**src/prescaled_reload_timer_params.svh**
```systemverilog
// Constants for the prescaled reload timer
`ifndef PRESCALED_RELOAD_TIMER_PARAMS_SVH
`define PRESCALED_RELOAD_TIMER_PARAMS_SVH

`define CNT_W        8
`define COUNT_RST    8'hff
`define COUNT_ZERO   8'h00
`define COUNT_ONE    8'h01
`define DIV_W        3
`define DIV_ZERO     3'h0
`define DIV_ONE      3'h1
`define DIV8_LAST    3'h7

`endif

```
**src/prescaled_reload_timer_pkg.sv**
```systemverilog
// Types shared by the prescaled reload timer modules
`default_nettype none

package prescaled_reload_timer_pkg;

  // Operating mode of the timer
  typedef enum logic [1:0] {
    MODE_TIMER = 2'h0,
    MODE_PULSE = 2'h1,
    MODE_EVENT = 2'h2
  } mode_t;

  // Internal count source select
  typedef enum logic [1:0] {
    SRC_DIV_ONE   = 2'h0,
    SRC_DIV_TWO   = 2'h1,
    SRC_DIV_EIGHT = 2'h2,
    SRC_LOW_OSC   = 2'h3
  } src_t;

  // Write sequence while running, one-hot
  typedef enum logic [2:0] {
    ST_RUN  = 3'h1,
    ST_LOAD = 3'h2,
    ST_XFER = 3'h4
  } wr_state_t;

endpackage

`default_nettype wire

```
**src/tick_if.sv**
```systemverilog
// Count source signals between the timer core and its tick generator
`timescale 1ns/10ps
`default_nettype none

interface tick_if;
  prescaled_reload_timer_pkg::mode_t mode;
  prescaled_reload_timer_pkg::src_t  src_sel;
  logic                              polarity;
  logic                              pin_sel;
  logic                              tick;
  logic                              ext_level;

  modport core (output mode, output src_sel, output polarity, output pin_sel,
                input tick, input ext_level);
  modport gen  (input mode, input src_sel, input polarity, input pin_sel,
                output tick, output ext_level);
endinterface

`default_nettype wire

```
**src/tick_source.sv**
```systemverilog
// Count source generator: divided clocks, slow oscillator edge or pin edge
`timescale 1ns/10ps
`default_nettype none
`include "prescaled_reload_timer_params.svh"

module tick_source (
  // Clock and reset
  input  wire logic clock_i,
  input  wire logic rst_i,
  // Source pins
  input  wire logic low_speed_osc_clock_i,
  input  wire logic count_input_pin_a_i,
  input  wire logic count_input_pin_b_i,
  // Core side
  tick_if.gen       tk
);

  logic [`DIV_W-1:0] div;
  logic [`DIV_W-1:0] next_div;
  logic              osc_prev;
  logic              ext_prev;
  logic              tick;
  logic              ext_level;
  logic              next_tick;
  logic              pin_now;

  // Next values of the divider, edge history and tick
  always_comb begin
    next_div = div + `DIV_ONE;
    pin_now  = tk.pin_sel ? count_input_pin_b_i : count_input_pin_a_i;
    next_tick = 1'b0;
    if (tk.mode == prescaled_reload_timer_pkg::MODE_EVENT) begin
      // Counted edge: rising when polarity low, falling when high
      next_tick = tk.polarity ? (ext_prev & ~pin_now) : (~ext_prev & pin_now);
    end else begin
      case (tk.src_sel)
        prescaled_reload_timer_pkg::SRC_DIV_ONE:   next_tick = 1'b1;
        prescaled_reload_timer_pkg::SRC_DIV_TWO:   next_tick = div[0];
        prescaled_reload_timer_pkg::SRC_DIV_EIGHT: next_tick = (div == `DIV8_LAST);
        prescaled_reload_timer_pkg::SRC_LOW_OSC:   next_tick = low_speed_osc_clock_i & ~osc_prev;
        default:                                   next_tick = 1'b0;
      endcase
    end
  end

  // Registers of the generator
  always_ff @(posedge clock_i) begin
    if (rst_i) begin
      div       <= `DIV_ZERO;
      osc_prev  <= 1'b0;
      ext_prev  <= 1'b0;
      tick      <= 1'b0;
      ext_level <= 1'b0;
    end else begin
      div       <= next_div;
      osc_prev  <= low_speed_osc_clock_i;
      ext_prev  <= pin_now;
      tick      <= next_tick;
      ext_level <= pin_now;
    end
  end

  assign tk.tick      = tick;
  assign tk.ext_level = ext_level;

endmodule

`default_nettype wire

```
**src/prescaled_reload_timer.sv**
```systemverilog
// Prescaled reload timer core with timer, pulse output and event modes
`timescale 1ns/10ps
`default_nettype none
`include "prescaled_reload_timer_params.svh"

// Overview of operation
// - An 8-bit timer preceded by an 8-bit prescaler, each with a reload register.
// - Both stages count down; timer underflow reloads and counting continues.
// - Counting runs on the selected source: div one, two, eight or slow oscillator.
// - Underflow rate is source rate over (prescale+1) times (timer+1).
// - Run control bit high starts counting in every mode.
// - Run control bit low stops counting; counters hold their values.
// - An interrupt request pulses at every timer underflow.
// - Count outputs show the live counter, never the reload value.
// - A write while stopped loads both reload register and counter.
// - A write while running: reload at tick one, counter at two, count at three.
// - Pulse mode inverts the pin level at every timer underflow.
// - Polarity select sets the starting level of the pulse output.
// - In pulse mode a timer count write returns the pin to its start level.
// - Inverted output enable drives the complement on the second pin.
// - Event mode decrements the prescaler on each active external edge.
// - Polarity select picks rising or falling edges in event mode.
// - Input pin select chooses which pin feeds counting and the interrupt.
module prescaled_reload_timer (
  // Clock and reset
  input  wire logic                  clock_i,
  input  wire logic                  rst_i,
  // Control bits
  input  wire logic                  run_control_bit_i,
  input  wire logic [1:0]            timer_mode_i,
  input  wire logic [1:0]            source_select_i,
  input  wire logic                  polarity_edge_select_i,
  input  wire logic                  inverted_output_enable_i,
  input  wire logic                  input_pin_select_i,
  // Count register writes
  input  wire logic                  timer_count_wr_i,
  input  wire logic [`CNT_W-1:0]     timer_count_wdata_i,
  input  wire logic                  prescaler_count_wr_i,
  input  wire logic [`CNT_W-1:0]     prescaler_count_wdata_i,
  // Clock and pin inputs
  input  wire logic                  low_speed_osc_clock_i,
  input  wire logic                  count_input_pin_a_i,
  input  wire logic                  count_input_pin_b_i,
  // Live counts
  output logic [`CNT_W-1:0]          timer_count_o,
  output logic [`CNT_W-1:0]          prescaler_count_o,
  // Events and pins
  output logic                       timer_irq_o,
  output logic                       external_interrupt_one_o,
  output logic                       timer_io_pin_o,
  output logic                       timer_io_pin_oe_o,
  output logic                       inverted_pin_o,
  output logic                       inverted_pin_oe_o
);

  tick_if tk ();

  prescaled_reload_timer_pkg::mode_t     mode;
  prescaled_reload_timer_pkg::mode_t     next_mode;
  prescaled_reload_timer_pkg::wr_state_t state;
  prescaled_reload_timer_pkg::wr_state_t next_state;

  logic [`CNT_W-1:0] tmr;
  logic [`CNT_W-1:0] pre;
  logic [`CNT_W-1:0] tmr_rld;
  logic [`CNT_W-1:0] pre_rld;
  logic [`CNT_W-1:0] tmr_pend;
  logic [`CNT_W-1:0] pre_pend;
  logic              tmr_flag;
  logic              pre_flag;
  logic [`CNT_W-1:0] next_tmr;
  logic [`CNT_W-1:0] next_pre;
  logic [`CNT_W-1:0] next_tmr_rld;
  logic [`CNT_W-1:0] next_pre_rld;
  logic [`CNT_W-1:0] next_tmr_pend;
  logic [`CNT_W-1:0] next_pre_pend;
  logic              next_tmr_flag;
  logic              next_pre_flag;
  logic              irq;
  logic              pulse;
  logic              pulse_oe;
  logic              inv;
  logic              inv_oe;
  logic              next_irq;
  logic              next_pulse;
  logic              next_pulse_oe;
  logic              next_inv;
  logic              next_inv_oe;
  logic              counting;
  logic              pre_uf;
  logic              tmr_uf;
  logic              any_wr;

  // Step one stage: reload after zero, otherwise decrement
  function automatic logic [`CNT_W-1:0] step_down(input logic [`CNT_W-1:0] cnt,
                                                  input logic [`CNT_W-1:0] rld);
    step_down = (cnt == `COUNT_ZERO) ? rld : cnt - `COUNT_ONE;
  endfunction

  // Configuration handed to the tick generator
  assign tk.mode     = mode;
  assign tk.src_sel  = prescaled_reload_timer_pkg::src_t'(source_select_i);
  assign tk.polarity = polarity_edge_select_i;
  assign tk.pin_sel  = input_pin_select_i;

  tick_source u_tick (
    .clock_i               (clock_i),
    .rst_i                 (rst_i),
    .low_speed_osc_clock_i (low_speed_osc_clock_i),
    .count_input_pin_a_i   (count_input_pin_a_i),
    .count_input_pin_b_i   (count_input_pin_b_i),
    .tk                    (tk)
  );

  // Underflow decode for the current tick
  assign counting = run_control_bit_i && (state == prescaled_reload_timer_pkg::ST_RUN);
  assign pre_uf   = counting && tk.tick && (pre == `COUNT_ZERO);
  assign tmr_uf   = pre_uf && (tmr == `COUNT_ZERO);
  assign any_wr   = timer_count_wr_i || prescaler_count_wr_i;

  // Next values of counters, reloads and the write sequence
  always_comb begin
    next_mode     = mode;
    next_state    = state;
    next_tmr      = tmr;
    next_pre      = pre;
    next_tmr_rld  = tmr_rld;
    next_pre_rld  = pre_rld;
    next_tmr_pend = tmr_pend;
    next_pre_pend = pre_pend;
    next_tmr_flag = tmr_flag;
    next_pre_flag = pre_flag;
    if (!run_control_bit_i) begin
      next_mode = prescaled_reload_timer_pkg::mode_t'(timer_mode_i);
    end
    if (counting && tk.tick) begin
      next_pre = step_down(pre, pre_rld);
      if (pre_uf) begin
        next_tmr = step_down(tmr, tmr_rld);
      end
    end
    case (state)
      prescaled_reload_timer_pkg::ST_RUN: begin
        next_state = prescaled_reload_timer_pkg::ST_RUN;
      end
      prescaled_reload_timer_pkg::ST_LOAD: begin
        if (tk.tick) begin
          // First tick: written values reach the reload registers
          if (tmr_flag) next_tmr_rld = tmr_pend;
          if (pre_flag) next_pre_rld = pre_pend;
          next_state = prescaled_reload_timer_pkg::ST_XFER;
        end
      end
      prescaled_reload_timer_pkg::ST_XFER: begin
        if (tk.tick) begin
          // Second tick: reloads reach the counters, third tick counts
          if (tmr_flag) next_tmr = tmr_rld;
          if (pre_flag) next_pre = pre_rld;
          next_tmr_flag = 1'b0;
          next_pre_flag = 1'b0;
          next_state    = prescaled_reload_timer_pkg::ST_RUN;
        end
      end
      default: begin
        next_state = prescaled_reload_timer_pkg::ST_RUN;
      end
    endcase
    if (!run_control_bit_i) begin
      // Stopped: any unfinished write lands at once in both places
      if (tmr_flag) begin
        next_tmr     = tmr_pend;
        next_tmr_rld = tmr_pend;
      end
      if (pre_flag) begin
        next_pre     = pre_pend;
        next_pre_rld = pre_pend;
      end
      next_tmr_flag = 1'b0;
      next_pre_flag = 1'b0;
      next_state    = prescaled_reload_timer_pkg::ST_RUN;
      if (timer_count_wr_i) begin
        next_tmr     = timer_count_wdata_i;
        next_tmr_rld = timer_count_wdata_i;
      end
      if (prescaler_count_wr_i) begin
        next_pre     = prescaler_count_wdata_i;
        next_pre_rld = prescaler_count_wdata_i;
      end
    end else if (any_wr) begin
      // Running: park the value and restart the write sequence
      if (timer_count_wr_i) begin
        next_tmr_pend = timer_count_wdata_i;
        next_tmr_flag = 1'b1;
      end
      if (prescaler_count_wr_i) begin
        next_pre_pend = prescaler_count_wdata_i;
        next_pre_flag = 1'b1;
      end
      next_state = prescaled_reload_timer_pkg::ST_LOAD;
    end
  end

  // Next values of the event and pin outputs
  always_comb begin
    next_irq   = tmr_uf;
    next_pulse = pulse;
    if (timer_count_wr_i) begin
      next_pulse = polarity_edge_select_i;
    end else if (tmr_uf && mode == prescaled_reload_timer_pkg::MODE_PULSE) begin
      next_pulse = ~pulse;
    end
    next_pulse_oe = (next_mode == prescaled_reload_timer_pkg::MODE_PULSE);
    next_inv      = ~next_pulse;
    next_inv_oe   = next_pulse_oe && inverted_output_enable_i;
  end

  // Registers of the core
  always_ff @(posedge clock_i) begin
    if (rst_i) begin
      mode      <= prescaled_reload_timer_pkg::MODE_TIMER;
      state     <= prescaled_reload_timer_pkg::ST_RUN;
      tmr       <= `COUNT_RST;
      pre       <= `COUNT_RST;
      tmr_rld   <= `COUNT_RST;
      pre_rld   <= `COUNT_RST;
      tmr_pend  <= `COUNT_RST;
      pre_pend  <= `COUNT_RST;
      tmr_flag  <= 1'b0;
      pre_flag  <= 1'b0;
      irq       <= 1'b0;
      pulse     <= 1'b0;
      pulse_oe  <= 1'b0;
      inv       <= 1'b1;
      inv_oe    <= 1'b0;
    end else begin
      mode      <= next_mode;
      state     <= next_state;
      tmr       <= next_tmr;
      pre       <= next_pre;
      tmr_rld   <= next_tmr_rld;
      pre_rld   <= next_pre_rld;
      tmr_pend  <= next_tmr_pend;
      pre_pend  <= next_pre_pend;
      tmr_flag  <= next_tmr_flag;
      pre_flag  <= next_pre_flag;
      irq       <= next_irq;
      pulse     <= next_pulse;
      pulse_oe  <= next_pulse_oe;
      inv       <= next_inv;
      inv_oe    <= next_inv_oe;
    end
  end

  // Live counts and pin drivers
  assign timer_count_o            = tmr;
  assign prescaler_count_o        = pre;
  assign timer_irq_o              = irq;
  assign external_interrupt_one_o = tk.ext_level;
  assign timer_io_pin_o           = pulse;
  assign timer_io_pin_oe_o        = pulse_oe;
  assign inverted_pin_o           = inv;
  assign inverted_pin_oe_o        = inv_oe;
endmodule

`default_nettype wire

```
**config.mk**
```make
export PLATFORM = sky130hd
export DESIGN_NAME = prescaled_reload_timer
export DESIGN_NICKNAME = d
export VERILOG_FILES = /design/src/prescaled_reload_timer_pkg.sv /design/src/tick_if.sv /design/src/tick_source.sv /design/src/prescaled_reload_timer.sv
export VERILOG_INCLUDE_DIRS = /design/src
export SDC_FILE = /design/constraint.sdc
export NUM_CORES = 1
export LEC_CHECK = 0
export ABC_AREA = 1
export BUFFER_PORTS_ARGS = -buffer_cell sky130_fd_sc_hd__buf_4
export CORE_MARGIN = 10
export CORE_UTILIZATION = 60
export CTS_CLUSTER_SIZE = 24
export DETAILED_ROUTE_END_ITERATION = 16
export PLACE_DENSITY = 0.85
export SETUP_SLACK_MARGIN = 0.1
export SYNTH_ARGS = -nofsm -noshare
export SYNTH_HDL_FRONTEND = slang
export SYNTH_SLANG_ARGS = --single-unit
```
**constraint.sdc**
```tcl
create_clock -name clock_i -period 3.6 [get_ports clock_i]
set_input_delay 0.72 -clock clock_i [delete_from_list [all_inputs] [get_ports clock_i]]
set_output_delay 0.72 -clock clock_i [all_outputs]
set_load 0.05 [all_outputs]
```
Yosys cells after proc, flatten, opt, wreduce, memory -nomap -nowiden
Index checks and enable logic that the tools add are counted.
Storage, ports and cells
  output and inout bits: 22
  input port bits: 31
  register bits after elaboration: 66
Cells by class
  multiplexer cells: 48
  bitwise operators: 9
  reductions and logical operators: 16
  $add $sub $neg: 3
  eq/ne operators: 14
Operators by type and width (count)
  $mux W8: 29
  $logic_not A8 Y1: 2
  $sub A8 B1 Y8 const B: 2
  $mux W1: 13
  $eq A2 B1 Y1 const B: 3
  $eq A2 B2 Y1 const B: 3
  $eq A3 B3 Y1 const B: 2
  $logic_and A1 B1 Y1: 6
  $mux W3: 2
  $ne A3 B2 Y1 const B: 2
  $not A1 Y1: 6
  $pmux W3 S2: 1
  $reduce_and A3 Y1: 2
  $mux W2: 2
  $ne A2 B1 Y1 const B: 2
  $pmux W1 S4: 1
  $reduce_and A2 Y1: 2
  $add A3 B1 Y3 const B: 1
  $and A1 B1 Y1: 3
  $eq A3 B1 Y1 const B: 1
  $eq A3 B2 Y1 const B: 1
  $reduce_or A3 Y1: 1
  $logic_not A2 Y1: 1
  $reduce_or A2 Y1: 1
  $logic_or A1 B1 Y1: 1

Longest topological paths before layout
Gate-level depths: netlist of run 1.
  depth after elaboration: 12
  gate-level depth with buffers: 15
  depth with buffers taken out: 15

Cells and area by module
A second synthesis of run 1 with hierarchy kept.
Second synthesis, totals
  cell total of the unflattened synthesis: 670
  area total of the unflattened synthesis: 4010.1 µm²
Modules (own cells, without submodules)
  prescaled_reload_timer: area an instance 3713.6 µm², cells an instance 623, times used 1, seq. area each 1201.2 µm²
  tick_source: area an instance 296.5 µm², cells an instance 47, times used 1, seq. area each 120.1 µm²

Least setup slack after synthesis of run 1
No wires, ideal clock.
  path type: reg-to-reg
  start: register pre[0], in the netlist prescaler_count_o[0]
  end: register pre[4], in the netlist prescaler_count_o[4]
  library setup time: 115 ps
  slack: 1645 ps
  cell stages (with the launch flop): 13
  arrival time: 1839 ps
  period minus slack after synthesis: 1955 ps
  required time: 3485 ps
  path through: dfxtp_1 > inv_1 > ha_1 > nand2_1 > nor2_4 > nand2_4 > inv_4 > nor2_2 > nand3_1 > nand3_1 > nand2_1 > a21oi_1 > nor2_1
On the way
  word-level cells in the longest chain between the ends: 9
  elaborated cells on any way between the ends: 10
RTL lines
  start: declaration: line prescaled_reload_timer.sv:64  | logic [`CNT_W-1:0] pre;
  start signal: assignment: line prescaled_reload_timer.sv:223  | pre <= `COUNT_RST;
  start signal: assignment: line prescaled_reload_timer.sv:239  | pre <= next_pre;
  $sub A8 B1 Y8 (no line) or $logic_not A8 Y1 (tied branches)
  $mux W8 (no line) *
  $mux W8 *: line prescaled_reload_timer.sv:136  | if (counting && tk.tick) begin
  $mux W8: line prescaled_reload_timer.sv:158  | if (pre_flag) next_pre = pre_rld;
  $mux W8: line prescaled_reload_timer.sv:155  | if (tk.tick) begin
  $mux W8 *: line prescaled_reload_timer.sv:142  | case (state)
  $mux W8: line prescaled_reload_timer.sv:174  | if (pre_flag) begin
  $mux W8: line prescaled_reload_timer.sv:185  | if (prescaler_count_wr_i) begin
  $mux W8 *: line prescaled_reload_timer.sv:168  | if (!run_control_bit_i) begin
Every way passes the cells marked *; elsewhere a longest branch is shown, timed or not.
A chain may end at the register's enable or synchronous reset.

Worst setup path in the final report of run 1
  start: register tmr_flag
  end: register tmr[0], in the netlist timer_count_o[0]
On the way
  word-level cells in the longest chain between the ends: 6
RTL lines
  start: declaration: line prescaled_reload_timer.sv:69  | logic tmr_flag;
  start signal: assignment: line prescaled_reload_timer.sv:244  | tmr_flag <= next_tmr_flag;
  $mux W8: line prescaled_reload_timer.sv:157  | if (tmr_flag) next_tmr = tmr_rld;
  $mux W8: line prescaled_reload_timer.sv:155
  $mux W8: line prescaled_reload_timer.sv:142
  $mux W8: line prescaled_reload_timer.sv:170  | if (tmr_flag) begin
  $mux W8: line prescaled_reload_timer.sv:181  | if (timer_count_wr_i) begin
  $mux W8 *: line prescaled_reload_timer.sv:168
  end signal: assignment: line prescaled_reload_timer.sv:222  | tmr <= `COUNT_RST;
  end signal: assignment: line prescaled_reload_timer.sv:238  | tmr <= next_tmr;
  end: declaration: line prescaled_reload_timer.sv:63  | logic [`CNT_W-1:0] tmr;
Marks and branches as above.

==> run metrics, run 1 <==
Synth Area in Simple Gates=about a third; required time of the worst setup path=about 3.8 ns; Port Buf Inserts=52; hold_sp=u_tick.div[0]; # resized after CTS=0; fmax=roughly 500 MHz; Routed Antenna Nets=0; hold depth=1; min Tclk post-route=just over 2 ns; vias=4,262; Synth Area in Adders=approximately 1.6%; dpl hpwl=roughly 8000 um; antenna cells=0; Worst Hold End=u_tick.div[0]; setup repair after global routing missed its margin=false; Mapped Cells=~630; clock-pin transition on the worst setup and hold timing paths=0.07 ns; initial antenna violation count=0; Global Route Usage Sum=about a fifth; HP Class=reg -> reg; Yosys cell types=36; xor and xnor fraction of the mapped netlist area=less than 1%; clk sinks=66; placer congestion estimate=a little under 0.9; worst ir drop on vdd=between 0.3 and 0.4 mV; Critical Path Sink Type=register; Most used DFF post-synth=dfxtp_1; layout filler cell count=about 550; Max clock buf depth=2; Starting Density=61.5%; Hold Buf Count CTS=0; layout cells sized above 1=about 13%; IO Count=53; placed cell area=between 0.004 and 0.005 mm2; GRT overflow=0; core area=around 0.0063 mm2; Crit Path Max Fanout=20; Tot Pwr=roughly 1.8 mW; Pins Over Slew Limit=0; syn nets=668; most frequent cells in the layout=nand2_1, inv_1, nor2_1, a21oi_1, dfxtp_1; vias per inst=5.63; measured slew at the worst slew-check pin=between 0.9 and 1 ns; Startpoint Class=register; Avg Inst Size Synth=between 6 and 7 um2; clock latency on the worst-skew pair=between 0.3 and 0.4 ns; CP arrival=2.26 ns; Final Hold Viols=0; Slew headroom=a little under two fifths; CTS root buffer=clkbuf_8; Mapped Area=approximately 0.004 mm2; reg2reg end=timer_count_o[0]; DRT Pass-1 Iters=5; wire per inst=around 14 um; clock buffer count from CTS=9; DR iter-0 viols=420; complex-gate fraction of the synthesized area=about a fifth; Setup Buffers After CTS=0; Final period util=56.2%; setup violators final=0; commonest non-fill, non-tap cell in the layout=nand2_1; mux cell area share after synthesis=0%; clock skew=between 0.006 and 0.007 ns; Post-synth EDFFs=0; global-route wire length before repair=between 15,000 and 20,000 um; Final Cell Area=0.00449 mm2; Seq/Total Area, Yosys=33.8%; FF-to-FF Start=tmr_flag; Die H=a little over 100 um; pin count of the biggest net entering global routing=30; TritonCTS clock tree=yes; Layout Nets=roughly 700; leakage=~2.2 nW; largest family of logic cells by synthesized area=simple AND/OR/NAND/NOR gates; pwr dens=between 300 and 400 mW/mm2; flop-to-flop setup slack=~1.6 ns; die area=between 0.01 and 0.015 mm2; vias in the first global route=3,858; register bit total from synthesis=66; Setup TNS=0 ns; num rows=29; reg2reg path depth=9; chip width=between 100 and 150 um; outcome=finished, final reports clean; P&R area growth vs syn=15.0%; H-Tree Depth=3; Setup CP Type=reg -> reg; DRC viols=0; Ys Warns=0; Routed WL=roughly 11,000 um; asr flop ratio synth=0%; max cap viols=0
## sequential cells by signal, indices dropped and copies added, names as in the netlist
name	cells
pre_pend	8
pre_rld	8
prescaler_count_o	8
timer_count_o	8
tmr_pend	8
tmr_rld	8
state	3
u_tick.div	3
mode	2
inverted_pin_o	1
inverted_pin_oe_o	1
pre_flag	1
timer_io_pin_o	1
timer_io_pin_oe_o	1
timer_irq_o	1
tmr_flag	1
u_tick.ext_prev	1
u_tick.osc_prev	1
u_tick.tk.tick	1
## layout make-up
type / count / area, um2 / area share, %
clock buffer: 14 / 173 / 3.85
clock inverter: 2 / 10.0 / 0.223
inverter: 77 / 292 / 6.49
multi-input combinational: 467 / 2190 / 48.8
sequential: 66 / 1320 / 29.4
tap: 77 / 96.3 / 2.15
timing repair buffer: 54 / 405 / 9.03
## how the worst max path moves through the flow
stage | start | to | cells after the start
4_1_cts | tmr_flag | timer_count_o[0] | 9
2_1_floorplan | prescaler_count_o[0] | prescaler_count_o[4] | 12
5_1_grt | tmr_flag | timer_count_o[0] | 9
3_5_place_dp | run_control_bit_i | timer_count_o[0] | 12
6_report | tmr_flag | timer_count_o[0] | 9
3_3_place_gp | rst_i | pre_rld[3] | 5
## cells in the mapped netlist (2+ instances only)
| master | n | area [um2] |
|---|---|---|
| nor3_1 | 2 | 10.0 |
| ha_1 | 5 | 62.6 |
| inv_1 | 68 | 255 |
| o211ai_1 | 17 | 128 |
| xor2_1 | 3 | 26.3 |
| buf_1 | 4 | 15.0 |
| nand3_1 | 31 | 155 |
| o21ai_0 | 35 | 175 |
| nor2_2 | 5 | 31.3 |
| a21oi_1 | 66 | 330 |
| dfxtp_1 | 66 | 1320 |
| nor2_4 | 2 | 22.5 |
| clkinv_1 | 3 | 11.3 |
| nand2_1 | 199 | 747 |
| o21bai_1 | 8 | 60.1 |
| nor2_1 | 66 | 248 |
| buf_2 | 5 | 25.0 |
| nand4_1 | 5 | 31.3 |
| clkbuf_1 | 11 | 41.3 |
| inv_2 | 5 | 18.8 |
| nand2_2 | 2 | 12.5 |
| o21ai_1 | 10 | 50.1 |
## cell families (layout without fill, tap and decap cells)
group	after synthesis	after routing
buf+inv	99	147
simple gates	320	320
flops	66	66
compound gates	139	139
fa+ha+maj	5	5
xor+xnor	3	3
## stage by stage
step	setup slack, ns	hold slack, ns	util, %	cells
floorplan	1.65	0.418	-	632
global placement	1.49	0.437	67.8	741
detailed placement	1.41	0.447	67.8	741
CTS	1.60	0.464	70.7	757
global route	1.33	0.499	70.7	757
finish	1.58	0.462	70.7	757
## metal layers
| metal | track usage [%] | wire length (um) |
|---|---|---|
| met3 | 4.25 | 940 |
| met1 | 29.5 | 4970 |
| met5 | 0 | 0 |
| met2 | 30.5 | 4690 |
| met4 | 7.83 | 187 |
## where the power goes
part / total, mW / internal, mW / switching (mW)
Clock: 0.582 / 0.305 / 0.277
Sequential: 0.826 / 0.781 / 0.0450
Combinational: 0.352 / 0.121 / 0.231
Total: 1.76 / 1.21 / 0.553
## worst max-delay path: stages (launching register included)
cell and delay, ns:
dfxtp_1 0.71, inv_1 0.29, nor2_2 0.28, inv_1 0.16, nand2_2 0.13, inv_2 0.07, o21ai_1 0.07, o21ai_1 0.08
nor2_1 0.09, nor2_1 0.06
Power figures use the tool's default switching activity.
==> run 2: changes to the inputs <==
- CORE_UTILIZATION: 60 -> 52
- PLACE_DENSITY: 0.85 -> 0.78
- clock period: 3.6 -> 1.7 ns (I/O delays scaled with it)
==> run metrics, run 2 (same netlist as run 1, synthesis figures left out) <==
placer congestion estimate=0.887 (-0.78%); commonest non-fill, non-tap cell in the layout=nand2_1; layout filler cell count=593 (+8.4%); Critical Path Sink Type=register; setup repair after global routing missed its margin=true; setup violators final=0 (unchanged); # placed instances=786 (+6.1%); Routed Antenna Nets=0 (unchanged); initial antenna violation count=0 (unchanged); critical path, cell by cell=inv_4, ha_4, nand2_2, nor2_4, nand2_4, inv_8, nand2_1, nand2_2, inv_4, o21ai_1, o21ai_1, nor2_1, nor2_1; chip width=107 um (+5.9%); H-Tree Depth=3 (unchanged); DRT Pass-1 Iters=5 (unchanged); Multi-input gate area=0.00241 mm2 (+9.7%); vias per inst=5.39 (-4.2%); critical path's slowest cell=dfxtp_4; Crit. Startpoint=prescaler_count_o[0]; HP Class=in -> reg; FF-to-FF Start=prescaler_count_o[0]; Setup TNS=0 ns (unchanged); flop-to-flop setup slack=0.05 ns (-1.52 ns); core area=0.00729 mm2 (+15%); Hold Buf Count CTS=0 (unchanged); fmax=608 MHz (+23%); layout cells sized above 1=27.2% (+14 points); GRT overflow=0 (unchanged); Final period util=96.8% (+41 points); Layout Nets=755 (+6.2%); hold depth=3 (+2); Global Route Usage Sum=19.5% (-1.5 points); global-route wire length before repair=18,500 um (+4.3%); hold_ws=0.226 ns (-0.236 ns); wire per inst=14.2 um (-0.61%); measured slew at the worst slew-check pin=0.356 ns (-0.580 ns); Non-Filler Instances=822 (+8.6%); Pins Over Slew Limit=0 (unchanged); leakage=2.51 nW (+12%); Worst Hold End=u_tick.osc_prev; P&R area growth vs syn=33.0%; Seq pwr share=44.2% (-2.7 points); Die H=107 um (+5.9%); cell-internal power=2.73 mW (+130%); Starting Density=53.6% (-7.9 points); max cap viols=0 (unchanged); clock-pin transition on the worst setup and hold timing paths=0.07 ns (about the same); vias in the first global route=4,028 (+4.4%); hold_sp=low_speed_osc_clock_i; most frequent cells in the layout=nand2_1, buf_4, inv_1; Max clock buf depth=2 (unchanged); reg2reg end=timer_count_o[0]; DR iter-0 viols=428 (+1.9%); DRC viols=0 (unchanged); clock buffer count from CTS=9 (unchanged); Max stage delay on crit path=0.36 ns (-0.35 ns); pin count of the biggest net entering global routing=30 (unchanged); Setup CP Type=reg -> reg; worst ir drop on vdd=0.558 mV (+67%); IO Count=53 (unchanged); register area=0.00136 mm2 (+2.9%); pwr dens=760 mW/mm2 (+94%); required time of the worst setup path=1.94 ns (-1.89 ns); Routed WL=11,600 um (+7.9%); outcome=finished, final reports clean; reg2reg path depth=13 (+4); vias=4,432 (+4.0%); Crit Path Max Fanout=10 (-50%); CP top delay family=simple AND/OR/NAND/NOR gates; CTS root buffer=clkbuf_8; Startpoint Class=register; antenna cells=0 (unchanged); worst path bufs/invs=3 (unchanged); clock skew=0.0114 ns (+0.00474 ns); CP arrival=1.89 ns (-0.37 ns); Switching Fraction=30.7% (-0.72 points); Logic pwr share=22.0% (+2.0 points); Clk pwr share=33.8% (+0.7 points); Port Buf Inserts=52 (unchanged); num rows=31 (+6.9%); Slew headroom=76.3% (+39 points); clk sinks=66 (unchanged); min Tclk post-route=1.65 ns (-0.378 ns); die area=0.0114 mm2 (+12%); TritonCTS clock tree=yes; clock latency on the worst-skew pair=0.34 ns (about the same); Final Hold Viols=0 (unchanged); sw power=1.21 mW (+120%); dpl hpwl=8120 um (+2.4%)
[run 2: cell count changes in the layout (fill, tap and decap cells not counted), moves of 12 or more]
cell,before,now
dfxtp_1,66,47
dfxtp_2,0,13
buf_4,54,89
nor2_1,66,54
nand2_2,2,15
nand2_1,199,185
[run 2: metrics by stage]
stage | util (%) | setup slack [ns] | area, um2 | total power, mW
6_report | 71.2 | 0.0539 | 5190 | 3.95
4_1_cts | 68.3 | 0.0795 | 4980 | 3.92
5_1_grt | 71.2 | -0.0523 | 5190 | 4.13
3_5_place_dp | 62.9 | -0.0794 | 4590 | 2.56
3_3_place_gp | 62.9 | -0.0841 | 4590 | 2.54
2_1_floorplan | - | 0.101 | 3960 | 2.29
[run 2: worst max-delay path by stage]
stage | end | slack (ns) | cells after the start
after floorplan | timer_count_o[3] | 0.10 | 11
final | timer_count_o[0] | 0.05 | 13
after detailed placement | timer_count_o[1] | -0.08 | 13
after CTS | timer_count_o[4] | 0.08 | 14
after global routing | prescaler_count_o[6] | -0.05 | 13
after global placement | timer_count_o[1] | -0.08 | 13
[run 2: routing by layer]
metal,vias up,part of all wire (%),track usage [%]
li1,2211,-,-
met1,2033,45,25.9
met2,174,45,29.5
met3,14,8.7,4.49
met4,0,1.3,8.22
met5,-,0,0
[run 2: layout make-up]
| class | instances | area share, % |
|---|---|---|
| clock buffer | 13 | 3.06 |
| clock inverter | 2 | 0.723 |
| inverter | 77 | 6.05 |
| tap | 99 | 2.38 |
| timing repair buffer | 97 | 15.3 |
| multi-input combinational | 468 | 46.3 |
| sequential | 66 | 26.2 |
[run 2: repair_timing]
action	in CTS	in global routing
pin swaps	11	15
setup buffers	14	6
endpoints found under the setup margin	16	28
resized for setup	24	50
gates cloned	1	0
[run 2: power groups by stage]
stage | Sequential (mW) | Clock (mW) | Combinational [mW]
2_1_floorplan | 1.88 | 0 | 0.412
3_3_place_gp | 1.76 | 0 | 0.774
3_5_place_dp | 1.77 | 0 | 0.792
4_1_cts | 1.73 | 1.36 | 0.825
5_1_grt | 1.76 | 1.41 | 0.958
6_report | 1.74 | 1.33 | 0.868
[run 2: tightest hold or removal path: cells and delay by family]
kind | cells | cell delay [ns]
buf+inv | 2 | 0.10
simple gates | 1 | 0.08
